## src/rtl/msq_consts.svh

```systemverilog
`ifndef MSQ_CONSTS_SVH
`define MSQ_CONSTS_SVH
// What this block does
// - Lookaside barrier: loads bypass write buffer
// - Lookaside: same-address store completes first
// - Issue drain: earlier memory ops finish first
// - Sync: all earlier work and faults settle
// - Sequencing mask bits 0,1,2 select barriers
// - Lookaside and drain may run as sync
// - Flushed fetches follow earlier same-address accesses
// - Flush counts as store for barriers
// - Flush synchronizes and empties instruction pipeline
// - Coherent memories: flush address may be ignored
// - Nonfaulting load to side-effect page faults
// - Nonfault-only page faults all other accesses
// - Nonfaulting loads known by speculative space class
// - Store with speculative space class faults
// - Cacheable stores merge within aligned doubleword
// - Plain noncacheable stores merge likewise
// - Side-effect stores never merge
// - No merge across full sync barrier
// - One barrier may request ordering and sequencing
// - Barriers cover all own pending operations

// Register offsets
`define MSQ_REG_CTRL 4'h0
`define MSQ_REG_STAT 4'h4
`define MSQ_REG_CNT  4'h8

// Control register fields and reset value
`define MSQ_CTRL_RST   3'h4
`define MSQ_CTRL_PROMO 0
`define MSQ_CTRL_ICOH  1
`define MSQ_CTRL_MERGE 2

// Barrier mask bits
`define MSQ_CM_LOOK  0
`define MSQ_CM_ISSUE 1
`define MSQ_CM_SYNC  2
`define MSQ_MM_STLD  1

// Speculative address space classes
`define MSQ_PRIMARY_SPEC_SPACE    8'hA0
`define MSQ_SECONDARY_SPEC_SPACE  8'hA1
`define MSQ_PRIMARY_SPEC_SPACE_L  8'hA8
`define MSQ_SECONDARY_SPEC_SPACE_L 8'hA9

// Doubleword index width of a 64-bit address
`define MSQ_DW_W 61
`endif

```

## src/rtl/msq_pkg.sv

```systemverilog
`include "msq_consts.svh"
package msq_pkg;
    // Codes are ordered by strength; the controller compares them
    typedef enum logic [2:0] {
        ST_IDLE  = 3'b000,
        ST_LOOK  = 3'b001,
        ST_DRAIN = 3'b010,
        ST_SYNC  = 3'b011,
        ST_FLUSH = 3'b100
    } msq_state_t;

    typedef struct packed {
        msq_state_t           state;
        logic [2:0]           ctrl;
        logic [31:0]          rdata;
        logic [7:0]           bar_cnt;
        logic [7:0]           flt_cnt;
        logic                 mem_go;
        logic                 mem_fault;
        logic                 mem_retry;
        logic                 st_merge;
        logic                 no_fwd;
        logic                 mem_hold;
        logic                 instr_hold;
        logic                 pipe_flush;
        logic                 icache_inv;
        logic                 inv_all;
        logic [`MSQ_DW_W-1:0] flush_dw;
    } msq_top_t;

    typedef struct packed {
        logic                 valid;
        logic                 cacheable;
        logic [`MSQ_DW_W-1:0] dw;
    } msq_merge_t;
endpackage

```

## src/rtl/msq_seq_ctrl.sv

```systemverilog
`include "msq_consts.svh"
module msq_seq_ctrl
    import msq_pkg::*;
(
    // Clock and reset
    input  logic                 sys_clk,
    input  logic                 rst_n,
    // Register port
    input  logic [3:0]           reg_addr,
    input  logic [31:0]          reg_wdata,
    input  logic                 reg_wr,
    input  logic                 reg_rd,
    output logic [31:0]          reg_rdata,
    // Barrier and flush from issue
    input  logic                 bar_valid,
    input  logic [2:0]           bar_cmask,
    input  logic [3:0]           bar_mmask,
    input  logic                 flush_valid,
    input  logic [`MSQ_DW_W-1:0] flush_dw,
    // Memory request from issue
    input  logic                 mem_req_valid,
    input  logic                 mem_req_load,
    input  logic                 mem_req_store,
    input  logic [7:0]           mem_req_asi,
    input  logic [`MSQ_DW_W-1:0] mem_req_dw,
    input  logic                 side_effect_page_bit,
    input  logic                 nonfault_only_page_bit,
    input  logic                 page_cacheable,
    // Store buffer and memory status
    input  logic                 sb_empty,
    input  logic                 sb_addr_match,
    input  logic                 mem_idle,
    input  logic                 pipe_idle,
    input  logic                 fault_pending,
    // Answer to the request
    output logic                 mem_go,
    output logic                 mem_fault,
    output logic                 mem_retry,
    output logic                 st_merge,
    // Ordering controls
    output logic                 no_fwd,
    output logic                 mem_hold,
    output logic                 instr_hold,
    output logic                 pipe_flush,
    output logic                 icache_inv,
    output logic                 icache_inv_all,
    output logic [`MSQ_DW_W-1:0] icache_inv_dw
);
    msq_top_t   r, n;
    msq_state_t bar_tgt;
    msq_state_t eff;
    logic       drain_done;
    logic       all_done;
    logic       fin;
    logic       blocked;
    logic       nf_is;
    logic       nf_fault;
    logic       merge_ok;
    logic       st_go;
    logic       fence;

    // Strongest sequencing asked for by one barrier
    function automatic msq_state_t bar_map(
        input logic [2:0] cm,
        input logic [3:0] mm,
        input logic       promo
    );
        msq_state_t s;
        s = ST_IDLE;
        if (cm[`MSQ_CM_LOOK])
            s = ST_LOOK;
        // Store-before-load ordering needs the stores drained
        if (cm[`MSQ_CM_ISSUE] || mm[`MSQ_MM_STLD])
            s = ST_DRAIN;
        if (cm[`MSQ_CM_SYNC])
            s = ST_SYNC;
        // Cheaper to verify, costs some throughput
        if (promo && s != ST_IDLE)
            s = ST_SYNC;
        return s;
    endfunction

    function automatic msq_state_t stronger(input msq_state_t a, input msq_state_t b);
        return (b > a) ? b : a;
    endfunction

    assign bar_tgt = bar_valid ? bar_map(bar_cmask, bar_mmask, r.ctrl[`MSQ_CTRL_PROMO])
                               : ST_IDLE;
    // A flush waits like a store under a full barrier
    assign eff = flush_valid ? ST_FLUSH : stronger(r.state, bar_tgt);

    // Address and space class play no part in draining
    assign drain_done = sb_empty && mem_idle;
    assign all_done   = drain_done && pipe_idle && !fault_pending;

    always_comb begin
        case (eff)
            ST_IDLE:  blocked = 1'b0;
            ST_LOOK:  blocked = mem_req_load && sb_addr_match;
            ST_DRAIN: blocked = 1'b1;
            ST_SYNC:  blocked = 1'b1;
            ST_FLUSH: blocked = 1'b1;
            default:  blocked = 1'b1;
        endcase
    end

    always_comb begin
        case (r.state)
            ST_LOOK:  fin = sb_empty;
            ST_DRAIN: fin = drain_done;
            ST_SYNC:  fin = all_done;
            ST_FLUSH: fin = all_done;
            default:  fin = 1'b0;
        endcase
    end

    assign st_go = mem_req_valid && mem_req_store && !blocked && !nf_fault;
    assign fence = (eff == ST_SYNC) || (eff == ST_FLUSH);

    msq_nf_check u_nf (
        .asi                    (mem_req_asi),
        .is_load                (mem_req_load),
        .is_store               (mem_req_store),
        .side_effect_page_bit   (side_effect_page_bit),
        .nonfault_only_page_bit (nonfault_only_page_bit),
        .is_nf                  (nf_is),
        .fault                  (nf_fault)
    );

    msq_merge u_merge (
        .sys_clk      (sys_clk),
        .rst_n        (rst_n),
        .st_go        (st_go),
        .st_cacheable (page_cacheable),
        .st_side_eff  (side_effect_page_bit),
        .st_dw        (mem_req_dw),
        .merge_en     (r.ctrl[`MSQ_CTRL_MERGE]),
        .fence        (fence),
        .merge_ok     (merge_ok)
    );

    always_comb begin
        n            = r;
        n.rdata      = 32'h0;
        n.mem_go     = 1'b0;
        n.mem_fault  = 1'b0;
        n.mem_retry  = 1'b0;
        n.st_merge   = 1'b0;
        n.pipe_flush = 1'b0;
        n.icache_inv = 1'b0;

        if (reg_wr && reg_addr == `MSQ_REG_CTRL)
            n.ctrl = reg_wdata[2:0];
        if (reg_rd) begin
            case (reg_addr)
                `MSQ_REG_CTRL: n.rdata = {29'h0, r.ctrl};
                `MSQ_REG_STAT: n.rdata = {25'h0, r.instr_hold, r.mem_hold,
                                          r.no_fwd, r.inv_all, r.state};
                `MSQ_REG_CNT:  n.rdata = {16'h0, r.flt_cnt, r.bar_cnt};
                default:       n.rdata = 32'h0;
            endcase
        end

        n.state = eff;
        if (bar_valid && bar_tgt != ST_IDLE)
            n.bar_cnt = r.bar_cnt + 8'h01;
        if (flush_valid)
            n.flush_dw = flush_dw;

        // A grant still in flight may not yet show in the status inputs
        if (fin && !r.mem_go && eff == r.state) begin
            n.state = ST_IDLE;
            if (r.state == ST_FLUSH) begin
                n.pipe_flush = 1'b1;
                n.icache_inv = 1'b1;
                n.inv_all    = r.ctrl[`MSQ_CTRL_ICOH];
            end
        end

        // Held requests retry so no later fault shows early
        if (mem_req_valid) begin
            if (blocked)
                n.mem_retry = 1'b1;
            else if (nf_fault) begin
                n.mem_fault = 1'b1;
                n.flt_cnt   = r.flt_cnt + 8'h01;
            end else begin
                n.mem_go   = 1'b1;
                n.st_merge = mem_req_store && merge_ok;
            end
        end

        n.no_fwd     = (n.state == ST_LOOK);
        n.mem_hold   = (n.state == ST_DRAIN) || (n.state == ST_SYNC)
                    || (n.state == ST_FLUSH);
        n.instr_hold = (n.state == ST_SYNC) || (n.state == ST_FLUSH);
    end

    always_ff @(posedge sys_clk or negedge rst_n) begin
        if (!rst_n)
            r <= '{state: ST_IDLE, ctrl: `MSQ_CTRL_RST, default: '0};
        else
            r <= n;
    end

    assign reg_rdata      = r.rdata;
    assign mem_go         = r.mem_go;
    assign mem_fault      = r.mem_fault;
    assign mem_retry      = r.mem_retry;
    assign st_merge       = r.st_merge;
    assign no_fwd         = r.no_fwd;
    assign mem_hold       = r.mem_hold;
    assign instr_hold     = r.instr_hold;
    assign pipe_flush     = r.pipe_flush;
    assign icache_inv     = r.icache_inv;
    assign icache_inv_all = r.inv_all;
    assign icache_inv_dw  = r.flush_dw;
endmodule // msq_seq_ctrl

```

## src/rtl/msq_nf_check.sv

```systemverilog
`include "msq_consts.svh"
module msq_nf_check (
    // Access attributes
    input  logic [7:0] asi,
    input  logic       is_load,
    input  logic       is_store,
    input  logic       side_effect_page_bit,
    input  logic       nonfault_only_page_bit,
    // Verdict
    output logic       is_nf,
    output logic       fault
);
    logic nf_load;

    function automatic logic nf_space(input logic [7:0] a);
        return (a == `MSQ_PRIMARY_SPEC_SPACE) || (a == `MSQ_SECONDARY_SPEC_SPACE)
            || (a == `MSQ_PRIMARY_SPEC_SPACE_L) || (a == `MSQ_SECONDARY_SPEC_SPACE_L);
    endfunction

    assign is_nf   = nf_space(asi);
    assign nf_load = is_nf && is_load;
    assign fault   = (nf_load && side_effect_page_bit)
                   || (nonfault_only_page_bit && !nf_load)
                   || (is_nf && is_store);
endmodule // msq_nf_check

```

## src/rtl/msq_merge.sv

```systemverilog
`include "msq_consts.svh"
module msq_merge
    import msq_pkg::*;
(
    // Clock and reset
    input  logic                 sys_clk,
    input  logic                 rst_n,
    // Store leaving for the buffer
    input  logic                 st_go,
    input  logic                 st_cacheable,
    input  logic                 st_side_eff,
    input  logic [`MSQ_DW_W-1:0] st_dw,
    // Control
    input  logic                 merge_en,
    input  logic                 fence,
    output logic                 merge_ok
);
    msq_merge_t r, n;

    // Same aligned doubleword, same kind of memory
    assign merge_ok = merge_en && r.valid && !st_side_eff
                    && (r.dw == st_dw)
                    && (r.cacheable == st_cacheable);

    always_comb begin
        n = r;
        if (st_go) begin
            // A side-effect store is no merge target either
            n.valid     = !st_side_eff;
            n.cacheable = st_cacheable;
            n.dw        = st_dw;
        end
        if (fence)
            n.valid = 1'b0;
    end

    always_ff @(posedge sys_clk or negedge rst_n) begin
        if (!rst_n)
            r <= '0;
        else
            r <= n;
    end
endmodule // msq_merge

```

## config.mk

```make
export PLATFORM = sky130hd
export DESIGN_NAME = msq_seq_ctrl
export DESIGN_NICKNAME = d
export VERILOG_FILES = /design/src/rtl/msq_pkg.sv /design/src/rtl/msq_seq_ctrl.sv /design/src/rtl/msq_nf_check.sv /design/src/rtl/msq_merge.sv
export VERILOG_INCLUDE_DIRS = /design/src /design/src/rtl
export SDC_FILE = /design/constraint.sdc
export NUM_CORES = 1
export LEC_CHECK = 0
export ABC_AREA = 1
export CAP_MARGIN = 20
export CORE_UTILIZATION = 30
export CTS_BUF_LIST = sky130_fd_sc_hd__clkbuf_4 sky130_fd_sc_hd__clkbuf_8 sky130_fd_sc_hd__clkbuf_16
export CTS_CLUSTER_DIAMETER = 150
export DETAILED_ROUTE_END_ITERATION = 6
export DONT_BUFFER_PORTS = 1
export SETUP_SLACK_MARGIN = 0.02
export SLEW_MARGIN = 20
export SYNTH_ARGS = -nofsm -noshare
export SYNTH_HDL_FRONTEND = slang
export SYNTH_SLANG_ARGS = --single-unit
```

## constraint.sdc

```tcl
create_clock -name sys_clk -period 2.6 [get_ports sys_clk]
set_input_delay 0.78 -clock sys_clk [delete_from_list [all_inputs] [get_ports sys_clk]]
set_output_delay 0.78 -clock sys_clk [all_outputs]
set_load 0.02 [all_outputs]
```

# Word-level counts from Yosys, hierarchy flattened
# Cells that the tools add are included.
# totals
ff_bits	188
# op_classes
magnitude_cmp	1
add_sub_neg	2
n_reduce_logical	45
mux	23
n_eq_ne	20
bitwise_logic	1
# ops
op	count
63-bit 2-to-1 mux	1
61-bit == test	1
16-bit case mux with 3 select lines	1
8-bit == test, second input constant	4
3-bit 2-to-1 mux	8
1-bit logical AND	21
8-bit by 1-bit adder with 8-bit output, second input constant	2
16-bit 2-to-1 mux	1
3-bit by 2-bit == test with 1-bit output, second input constant	5
1-bit logical OR	10
3-bit by 1-bit == test with 1-bit output, second input constant	3
3-bit == test, second input constant	3
1-bit 2-to-1 mux	7
1-bit zero test	6
3-bit nonzero test	2
4-bit by 3-bit == test with 1-bit output, second input constant	1
4-bit == test, second input constant	1
4-bit zero test	1
2-bit 2-to-1 mux	2
4-bit 2-to-1 mux	1
3-bit == test	1
3-bit > comparator	1
3-bit zero test	1
1-bit case mux with 3 select lines	1
7 further kinds	7

# Longest topological paths before layout
# Gate-level depths: netlist of run 1.
# depth
depth_word	17
mapped_depth	18
ltp_nobuf	17

# Cells and area by module
# Synthesis of run 1 repeated with hierarchy kept, for this count alone.
# unflattened
hier_cells	927
hier_area_um2	8805.9
# by_module_without_submodules
module	n_inst	area_per_inst_um2	cells_each
msq_seq_ctrl	1	5346.4	614
msq_merge	1	3400.8	301
msq_nf_check	1	58.8	12

# Least setup slack after synthesis of run 1
# OpenSTA, ideal clock, no wires.
# synth_timing
path_type	input-to-reg
start	input port bar_mmask[1]
end	register u_merge.r[21] (netlist name)
arrival_time_ns	2.658
setup_time_ns	0.130
path_stages	17
slack_ns	-0.189
path_cell_list	nor2_1 nand2_1 nand2_1 nor2_1 ha_1 nand2_1 nand2_1 a21oi_2 nand2_1 a21oi_2 nand2_2 nor2_4 nand2_2 buf_6 buf_6 nand2_1 o21ai_1
# synth_between
elab_chain_len	15
# synth_lines
element	line_no	rtl
from (decl)	msq_seq_ctrl.sv:17	input logic [3:0] bar_mmask,
1-bit logical OR *	msq_seq_ctrl.sv:73	if (cm[`MSQ_CM_ISSUE] || mm[`MSQ_MM_STLD])
2-bit 2-to-1 mux *	msq_seq_ctrl.sv:73	
3-bit 2-to-1 mux *	msq_seq_ctrl.sv:75	if (cm[`MSQ_CM_SYNC])
3-bit nonzero test	msq_seq_ctrl.sv:78	if (promo && s != ST_IDLE)
1-bit logical AND	msq_seq_ctrl.sv:78	
3-bit 2-to-1 mux *	msq_seq_ctrl.sv:78	
3-bit 2-to-1 mux *	msq_seq_ctrl.sv:87	assign bar_tgt = bar_valid ? bar_map(bar_cmask, bar_mmask, r.ctrl[`MSQ_CTRL_PROMO])
3-bit > comparator	msq_seq_ctrl.sv:84	return (b > a) ? b : a;
3-bit 2-to-1 mux *	msq_seq_ctrl.sv:84	
3-bit 2-to-1 mux *	msq_seq_ctrl.sv:90	assign eff = flush_valid ? ST_FLUSH : stronger(r.state, bar_tgt);
3-bit by 1-bit == test with 1-bit output or 3-bit zero test (tied branches)	msq_seq_ctrl.sv:97	case (eff)
1-bit case mux with 2 select lines *	msq_seq_ctrl.sv:97	
1-bit zero test *	msq_seq_ctrl.sv:117	assign st_go = mem_req_valid && mem_req_store && !blocked && !nf_fault;
1-bit logical AND * (2 in a row)	msq_seq_ctrl.sv:117	
to (signal assigned)	msq_merge.sv:41	r <= n;
to (decl)	msq_merge.sv:18	msq_merge_t r, n;
# Mark *: on every way between the ends. The rest lies on a longest branch, timed or not.
# A chain may end at the register's enable or synchronous reset.

# Worst setup path after layout of run 1
# layout_timing
start	input port bar_mmask[1]
end	register u_merge.r[62] (netlist name)
# layout_between
elab_chain_len	16
# layout_lines
element	line_no
1-bit logical OR *	msq_seq_ctrl.sv:73
2-bit 2-to-1 mux *	msq_seq_ctrl.sv:73
3-bit 2-to-1 mux *	msq_seq_ctrl.sv:75
3-bit nonzero test	msq_seq_ctrl.sv:78
1-bit logical AND	msq_seq_ctrl.sv:78
3-bit 2-to-1 mux *	msq_seq_ctrl.sv:78
3-bit 2-to-1 mux *	msq_seq_ctrl.sv:87
3-bit > comparator	msq_seq_ctrl.sv:84
3-bit 2-to-1 mux *	msq_seq_ctrl.sv:84
3-bit 2-to-1 mux *	msq_seq_ctrl.sv:90
3-bit by 1-bit == test with 1-bit output or 3-bit zero test (tied branches)	msq_seq_ctrl.sv:97
1-bit case mux with 2 select lines	msq_seq_ctrl.sv:97
1-bit zero test	msq_seq_ctrl.sv:117
1-bit logical AND (2 in a row)	msq_seq_ctrl.sv:117
2-bit nonzero test (no source line)	-
# Marks and branches as above.

==> reports/metrics.cfg, run 1 <==
[logic_synthesis]
synth_cell_types = 33
synth_area_leaders = dfrtp_1, nand2_1, buf_4
syn_avg_cell_area_sq_um = 8.14
yosys.area.top_type_share = 0.503
yosys_warnings = 0
synth_common_cells = nand2_1, dfrtp_1, buf_4
synthCells = 1040
ys_ff_latch = 171
syn_area_sq_um = 8460
synth_edf_count = 0
synth.most_common_cell = nand2_1
synthArstFlopShare = 1.00
ys.flop_type = dfrtp_1
ys_seq_area_frac = 0.506
synth_top_cell_by_area = dfrtp_1

[cells_and_area]
seq_area_sq_um = 4280
design_area_sq_um = 9210
diodes = 0
fin_cells = 1370
drive_gt1_frac = 0.0938
areaGrowthSynthToFinish_pct = 8.85
multi_input_area_sq_um = 3130
nNetsFinal = 1174
fill_cells = 2930

[placed_design]
hpwl_mm = 13.5
pre_cts_slack_ns = -0.269
placed_cell_area_sq_um = 8300
dpl.cell_count = 1322
io_buffers = 0
finalWeightedCongestion = 0.784

[drt]
met1_length_mm = 8.74
dr.pass1.iters = 5
highest_layer = met4
dr_wl_met2_mm = 9.79
antenna_left = 0
vias = 6036
wl_per_cell_um = 14.8
drc = 0
vias_per_cell = 4.41
totalWireLength_mm = 20.3
wl_met3_mm = 1.32
drt_iter0_drc = 371

[pwr]
p_int_uw = 4880
combPwrFrac = 0.122
p_clk_frac = 0.376
netSwitchingFraction = 0.298
p_switching_uw = 2070
power.leakage_uw = 0.00469
p_seq_frac = 0.503
total_power_uw = 6960
powerDensity_nw_per_um2 = 755
irDropWorstVdd_v = 0.000349

[die]
row_count = 61
die_w_um = 170
core_region_area_sq_um = 27800
die_h_um = 170
die-area_sq_um = 28900
pin_count = 293
start_util = 0.305

[critical_path]
worstPathArrival_ns = 2.79
start_kind = input pin
crit_type = in2reg
endpoint_kind = flop
crit_required_ns = 2.91
cp_max_fo = 10

[flow_run]
maxCapViolCount = 0

[timing]
max_freq_mhz = 404
hold_ws_ns = 0.0492
maxSlewHeadroom = 0.550
finalCritPeriodShare = 0.952
final_hold_viol_count = 0
clock-skew-final_ns = 0.0252
min_period_ns = 2.48
rsz0062_at_grt = false
setup_ws_ns = 0.124
worst_pin_slew_ns = 0.675
slew_violations = 0
setup_violations = 0

[global_routing]
grt_overflow = 0
antenna_found_initial = 0
grt_max_degree = 172
grt_pass1_vias = 5769
grt_use_total = 0.133
grt_pass1_wl_mm = 30.3

[clock_tree]
htreeDepth = 4
cts_sinks = 171
clkTransAtPathRegs_ns = 0.07
cts_hold_buf = 0
clock_latency_ns = 0.43
cts-root-buf = clkbuf_16
numCtsBuffers = 17
cts_max_path_buffers = 2
tritoncts = built

[run_status]
outcome = finished, final reports clean

[worst_hold_path]
hp-class = in2async

-- cell usage in the layout (no fill, tap or decap), types with 2 or more instances in the layout --
master and n:
o21ai_0 31, nor2_1 56, nor2_4 3, xnor2_1 19, mux2_2 4, nor3_1 5
xor2_1 12, inv_2 4, buf_4 14, a21oi_1 7, nand2_2 7, bufinv_16 2
inv_6 4, nand2_1 384, o21ai_1 33, nand2_4 3, a21oi_2 2, dfrtp_1 170
o22ai_1 13, ha_1 3, buf_6 4, nand3_1 40, nand4_1 15, conb_1 16
o21ai_2 3, clkinv_4 5, clkbuf_16 24, a22o_1 2, nand3b_1 2, inv_1 85
o211ai_1 4, nor2_2 2, buf_12 4
-- final cells by class --
class                           instances  share of cell area
Tap cell                              378              0.0513
Inverter                               89              0.0363
Timing Repair Buffer                   29              0.0440
Sequential cell                       171               0.465
Multi-Input combinational cell        672               0.340
Clock inverter                         13              0.0171
Clock buffer                           18              0.0470
-- layer usage --
layer / GRT usage / up-vias
met5: 0 / -
met4: 0.0517 / 0
met3: 0.0442 / 26
met2: 0.222 / 170
met1: 0.158 / 2831
li1: - / 3009
-- registers in the layout (all words and copies together) (netlist names) --
name            cells
st_merge            1
icache_inv          1
instr_hold          1
mem_hold            1
u_merge.r          63
mem_go              1
r                  22
reg_rdata          16
icache_inv_dw      61
no_fwd              1
icache_inv_all      1
mem_retry           1
mem_fault           1
-- kinds of logic (layout without fill, tap and decap cells) --
logic type	Yosys count	in the layout	share of synthesized area
buffers and inverters	214	149	0.142
AOI/OAI and AO/OA	96	96	0.0633
xor gates and xnor gates	31	31	0.0321
and+or+nand+nor	519	521	0.245
adders and majority gates	4	4	0.00591
other	1	16	0.000443
muxes	4	4	0.00532
DFF	171	171	0.506
-- power groups by stage --
stage               combinational, uW  clock [uW]  sequential (uW)
floorplan                         967           0             3340
global placement                  801           0             3530
detailed placement                827           0             3550
CTS                               829        2710             3500
global route                      993        2800             3550
finish                            846        2610             3500
-- path summary, 6_finish.rpt --
kind | from | endpoint | slack (ns) | cells after the start
min reg2reg | u_merge.r[49] | u_merge.r[49] | 0.48 | 2
min | rst_n | icache_inv_dw[11] | 0.05 | 0
max in group asynchronous | rst_n | r[121] | 2.25 | 0
max reg2reg | r[119] | u_merge.r[62] | 0.13 | 16
max | bar_mmask[1] | u_merge.r[62] | 0.12 | 16
min in group sys_clk | flush_dw[60] | icache_inv_dw[60] | 0.47 | 2
-- per-stage QoR --
step | utilization | TNS, ns
after floorplan | - | -1.54
after global placement | 0.299 | -10.70
after detailed placement | 0.299 | -14.04
after CTS | 0.320 | 0
after global routing | 0.332 | 0
final | 0.332 | 0
-- timing repair --
| action | in CTS | in global routing |
|---|---|---|
| resized for setup | 0 | 14 |
| setup buffers | 0 | 5 |
| setup endpoints to repair | 0 | 38 |
-- worst max-delay path: stages --
cell and delay, ns:
nor2_4 0.11, nand2_2 0.11, nand2_4 0.10, nor2_4 0.05
ha_4 0.26, nand2_1 0.08, a21oi_2 0.20, nand2_2 0.10
a21oi_2 0.16, nand2_2 0.12, nor2_4 0.14, buf_12 0.14
nand2_4 0.10, clkbuf_16 0.22, nand3_1 0.06, nand2_1 0.05
Power figures use the tool's default switching activity.
==> inputs of run 2 (changes only) <==
--- a/config.mk
+++ b/config.mk
@@ -13,6 +13,7 @@
 export CTS_CLUSTER_DIAMETER = 150
 export DETAILED_ROUTE_END_ITERATION = 6
 export DONT_BUFFER_PORTS = 1
+export MAX_ROUTING_LAYER = met4
 export SETUP_SLACK_MARGIN = 0.02
 export SLEW_MARGIN = 20
 export SYNTH_ARGS = -nofsm -noshare
==> reports/metrics.cfg, run 2 (synthesis results as in run 1) <==
[die]
pin_count = 293
die-area_sq_um = 28900
row_count = 61
die_h_um = 170
core_region_area_sq_um = 27800
die_w_um = 170
start_util = 0.305

[timing]
maxSlewHeadroom = 0.554
max_freq_mhz = 405
rsz0062_at_grt = false
clock-skew-final_ns = 0.0116
setup_tns_ns = 0
slew_violations = 0
min_period_ns = 2.47
finalCritPeriodShare = 0.951
setup_violations = 0
final_hold_viol_count = 0
worst_pin_slew_ns = 0.669

[pwr]
total_power_uw = 6950
powerDensity_nw_per_um2 = 755
power.leakage_uw = 0.00469
irDropWorstVdd_v = 0.000347

[drt]
wl_per_cell_um = 14.8
antenna_left = 0
totalWireLength_mm = 20.3
drc = 0
vias_per_cell = 4.41
dr.pass1.iters = 4
vias = 6037
drt_iter0_drc = 402

[clock_tree]
clock_latency_ns = 0.42
cts-root-buf = clkbuf_16
clkTransAtPathRegs_ns = 0.07
cts_sinks = 171
htreeDepth = 4
tritoncts = built
cts_hold_buf = 0
numCtsBuffers = 17
cts_max_path_buffers = 2

[cells_and_area]
drive_gt1_frac = 0.0938
nNetsFinal = 1174
fin_util = 0.332
areaGrowthSynthToFinish_pct = 8.85
largest_register_ffs = 63
final_cell_mix = nand2_1, dfrtp_1, inv_1
regMostFlops = u_merge.r
diodes = 0
design_area_sq_um = 9210
final_common_cell = nand2_1

[critical_path]
cp_cell_sequence = nor2_4 -> nand2_2 -> nand2_4 -> nor2_4 -> ha_4 -> nand2_1 -> a21oi_2 -> nand2_2 -> a21oi_2 -> nand2_2 -> nor2_4 -> buf_12 -> nand2_4 -> clkbuf_16 -> nand2_1 -> o21ai_1
cp_num_buf_inv = 2
r2r-end = u_merge.r[58]
endpoint_kind = flop
crit_required_ns = 2.90
crit_slowest_cell = ha_4
critPathCapture = u_merge.r[58]
r2r-start = r[119]
rr_worst_depth = 16
start_kind = input pin
cp.depth = 16
cp_max_fo = 9
reg2reg_slack_ns = 0.13
path_delay_family = simple AND/OR/NAND/NOR gates
cpPeakStageDelay_ns = 0.26
crit_type = in2reg
critPathLaunch = bar_mmask[1]
worstPathArrival_ns = 2.77

[global_routing]
grt_use_total = 0.137
grt_max_degree = 172
grt_overflow = 0
antenna_found_initial = 0
grt_pass1_wl_mm = 30.2
grt_pass1_vias = 5761

[placed_design]
placed_cell_area_sq_um = 8300
hpwl_mm = 13.5
finalWeightedCongestion = 0.795
io_buffers = 0

[worst_hold_path]
hp-class = in2async

[flow_run]
maxCapViolCount = 0

[run_status]
outcome = finished, final reports clean

run 2: layout make-up:
| class | instances | area [sq um] |
|---|---|---|
| clock inverters | 13 | 158 |
| fillers | 2930 | 18600 |
| multi-input cells | 672 | 3130 |
| repair buffers | 29 | 405 |
| well taps | 378 | 473 |
| flip-flops and latches | 171 | 4280 |
| inverters | 89 | 334 |
| clock buffers | 18 | 433 |
run 2: worst register-to-register path, delay by kind of cell (launching register included):
family                   cells  cell delay [ns]
AND/OR/NAND/NOR              9             0.85
buffers and inverters        3             0.43
AO/OA/AOI/OAI                3             0.42
adder cells (fa/ha/maj)      1             0.26
flip-flops                   1             0.40
run 2: stage by stage:
step	cells	hold slack, ns	setup WS [ns]
after floorplan	1055	0.442	-0.0595
after global placement	1322	0.459	-0.211
after detailed placement	1322	0.465	-0.269
after CTS	1353	0.0272	0.111
after global routing	1370	0.0284	0.0209
final	1370	0.0542	0.129
run 2: report_power, final:
part           leakage, uW  switching [uW]  total, uW  internal, uW
Clock             0.000287            1160       2610          1450
Combinational      0.00220             460        846           386
Sequential         0.00221             449       3500          3050
Total              0.00469            2070       6950          4880
run 2: metal layers:
metal  up-vias  track usage  share of wire
met3        28       0.0414          0.061
li1       3011            -              -
met5         -            -              0
met1      2823        0.160           0.43
met4         0       0.0517          0.022
met2       175        0.222           0.48
run 2: repair_timing:
item,CTS,global route
resized for setup,0,14
setup endpoints to repair,0,41
setup buffers,0,5
run 2: how the worst min path moves through the flow:
stage	slack, ns	cells past startpoint	from	to
detailed placement	0.47	2	u_merge.r[49]	u_merge.r[49]
finish	0.05	0	rst_n	icache_inv_dw[11]
CTS	0.03	0	rst_n	u_merge.r[56]
global placement	0.46	2	u_merge.r[49]	u_merge.r[49]
floorplan	0.44	2	u_merge.r[49]	u_merge.r[49]
global route	0.03	0	rst_n	icache_inv_dw[11]
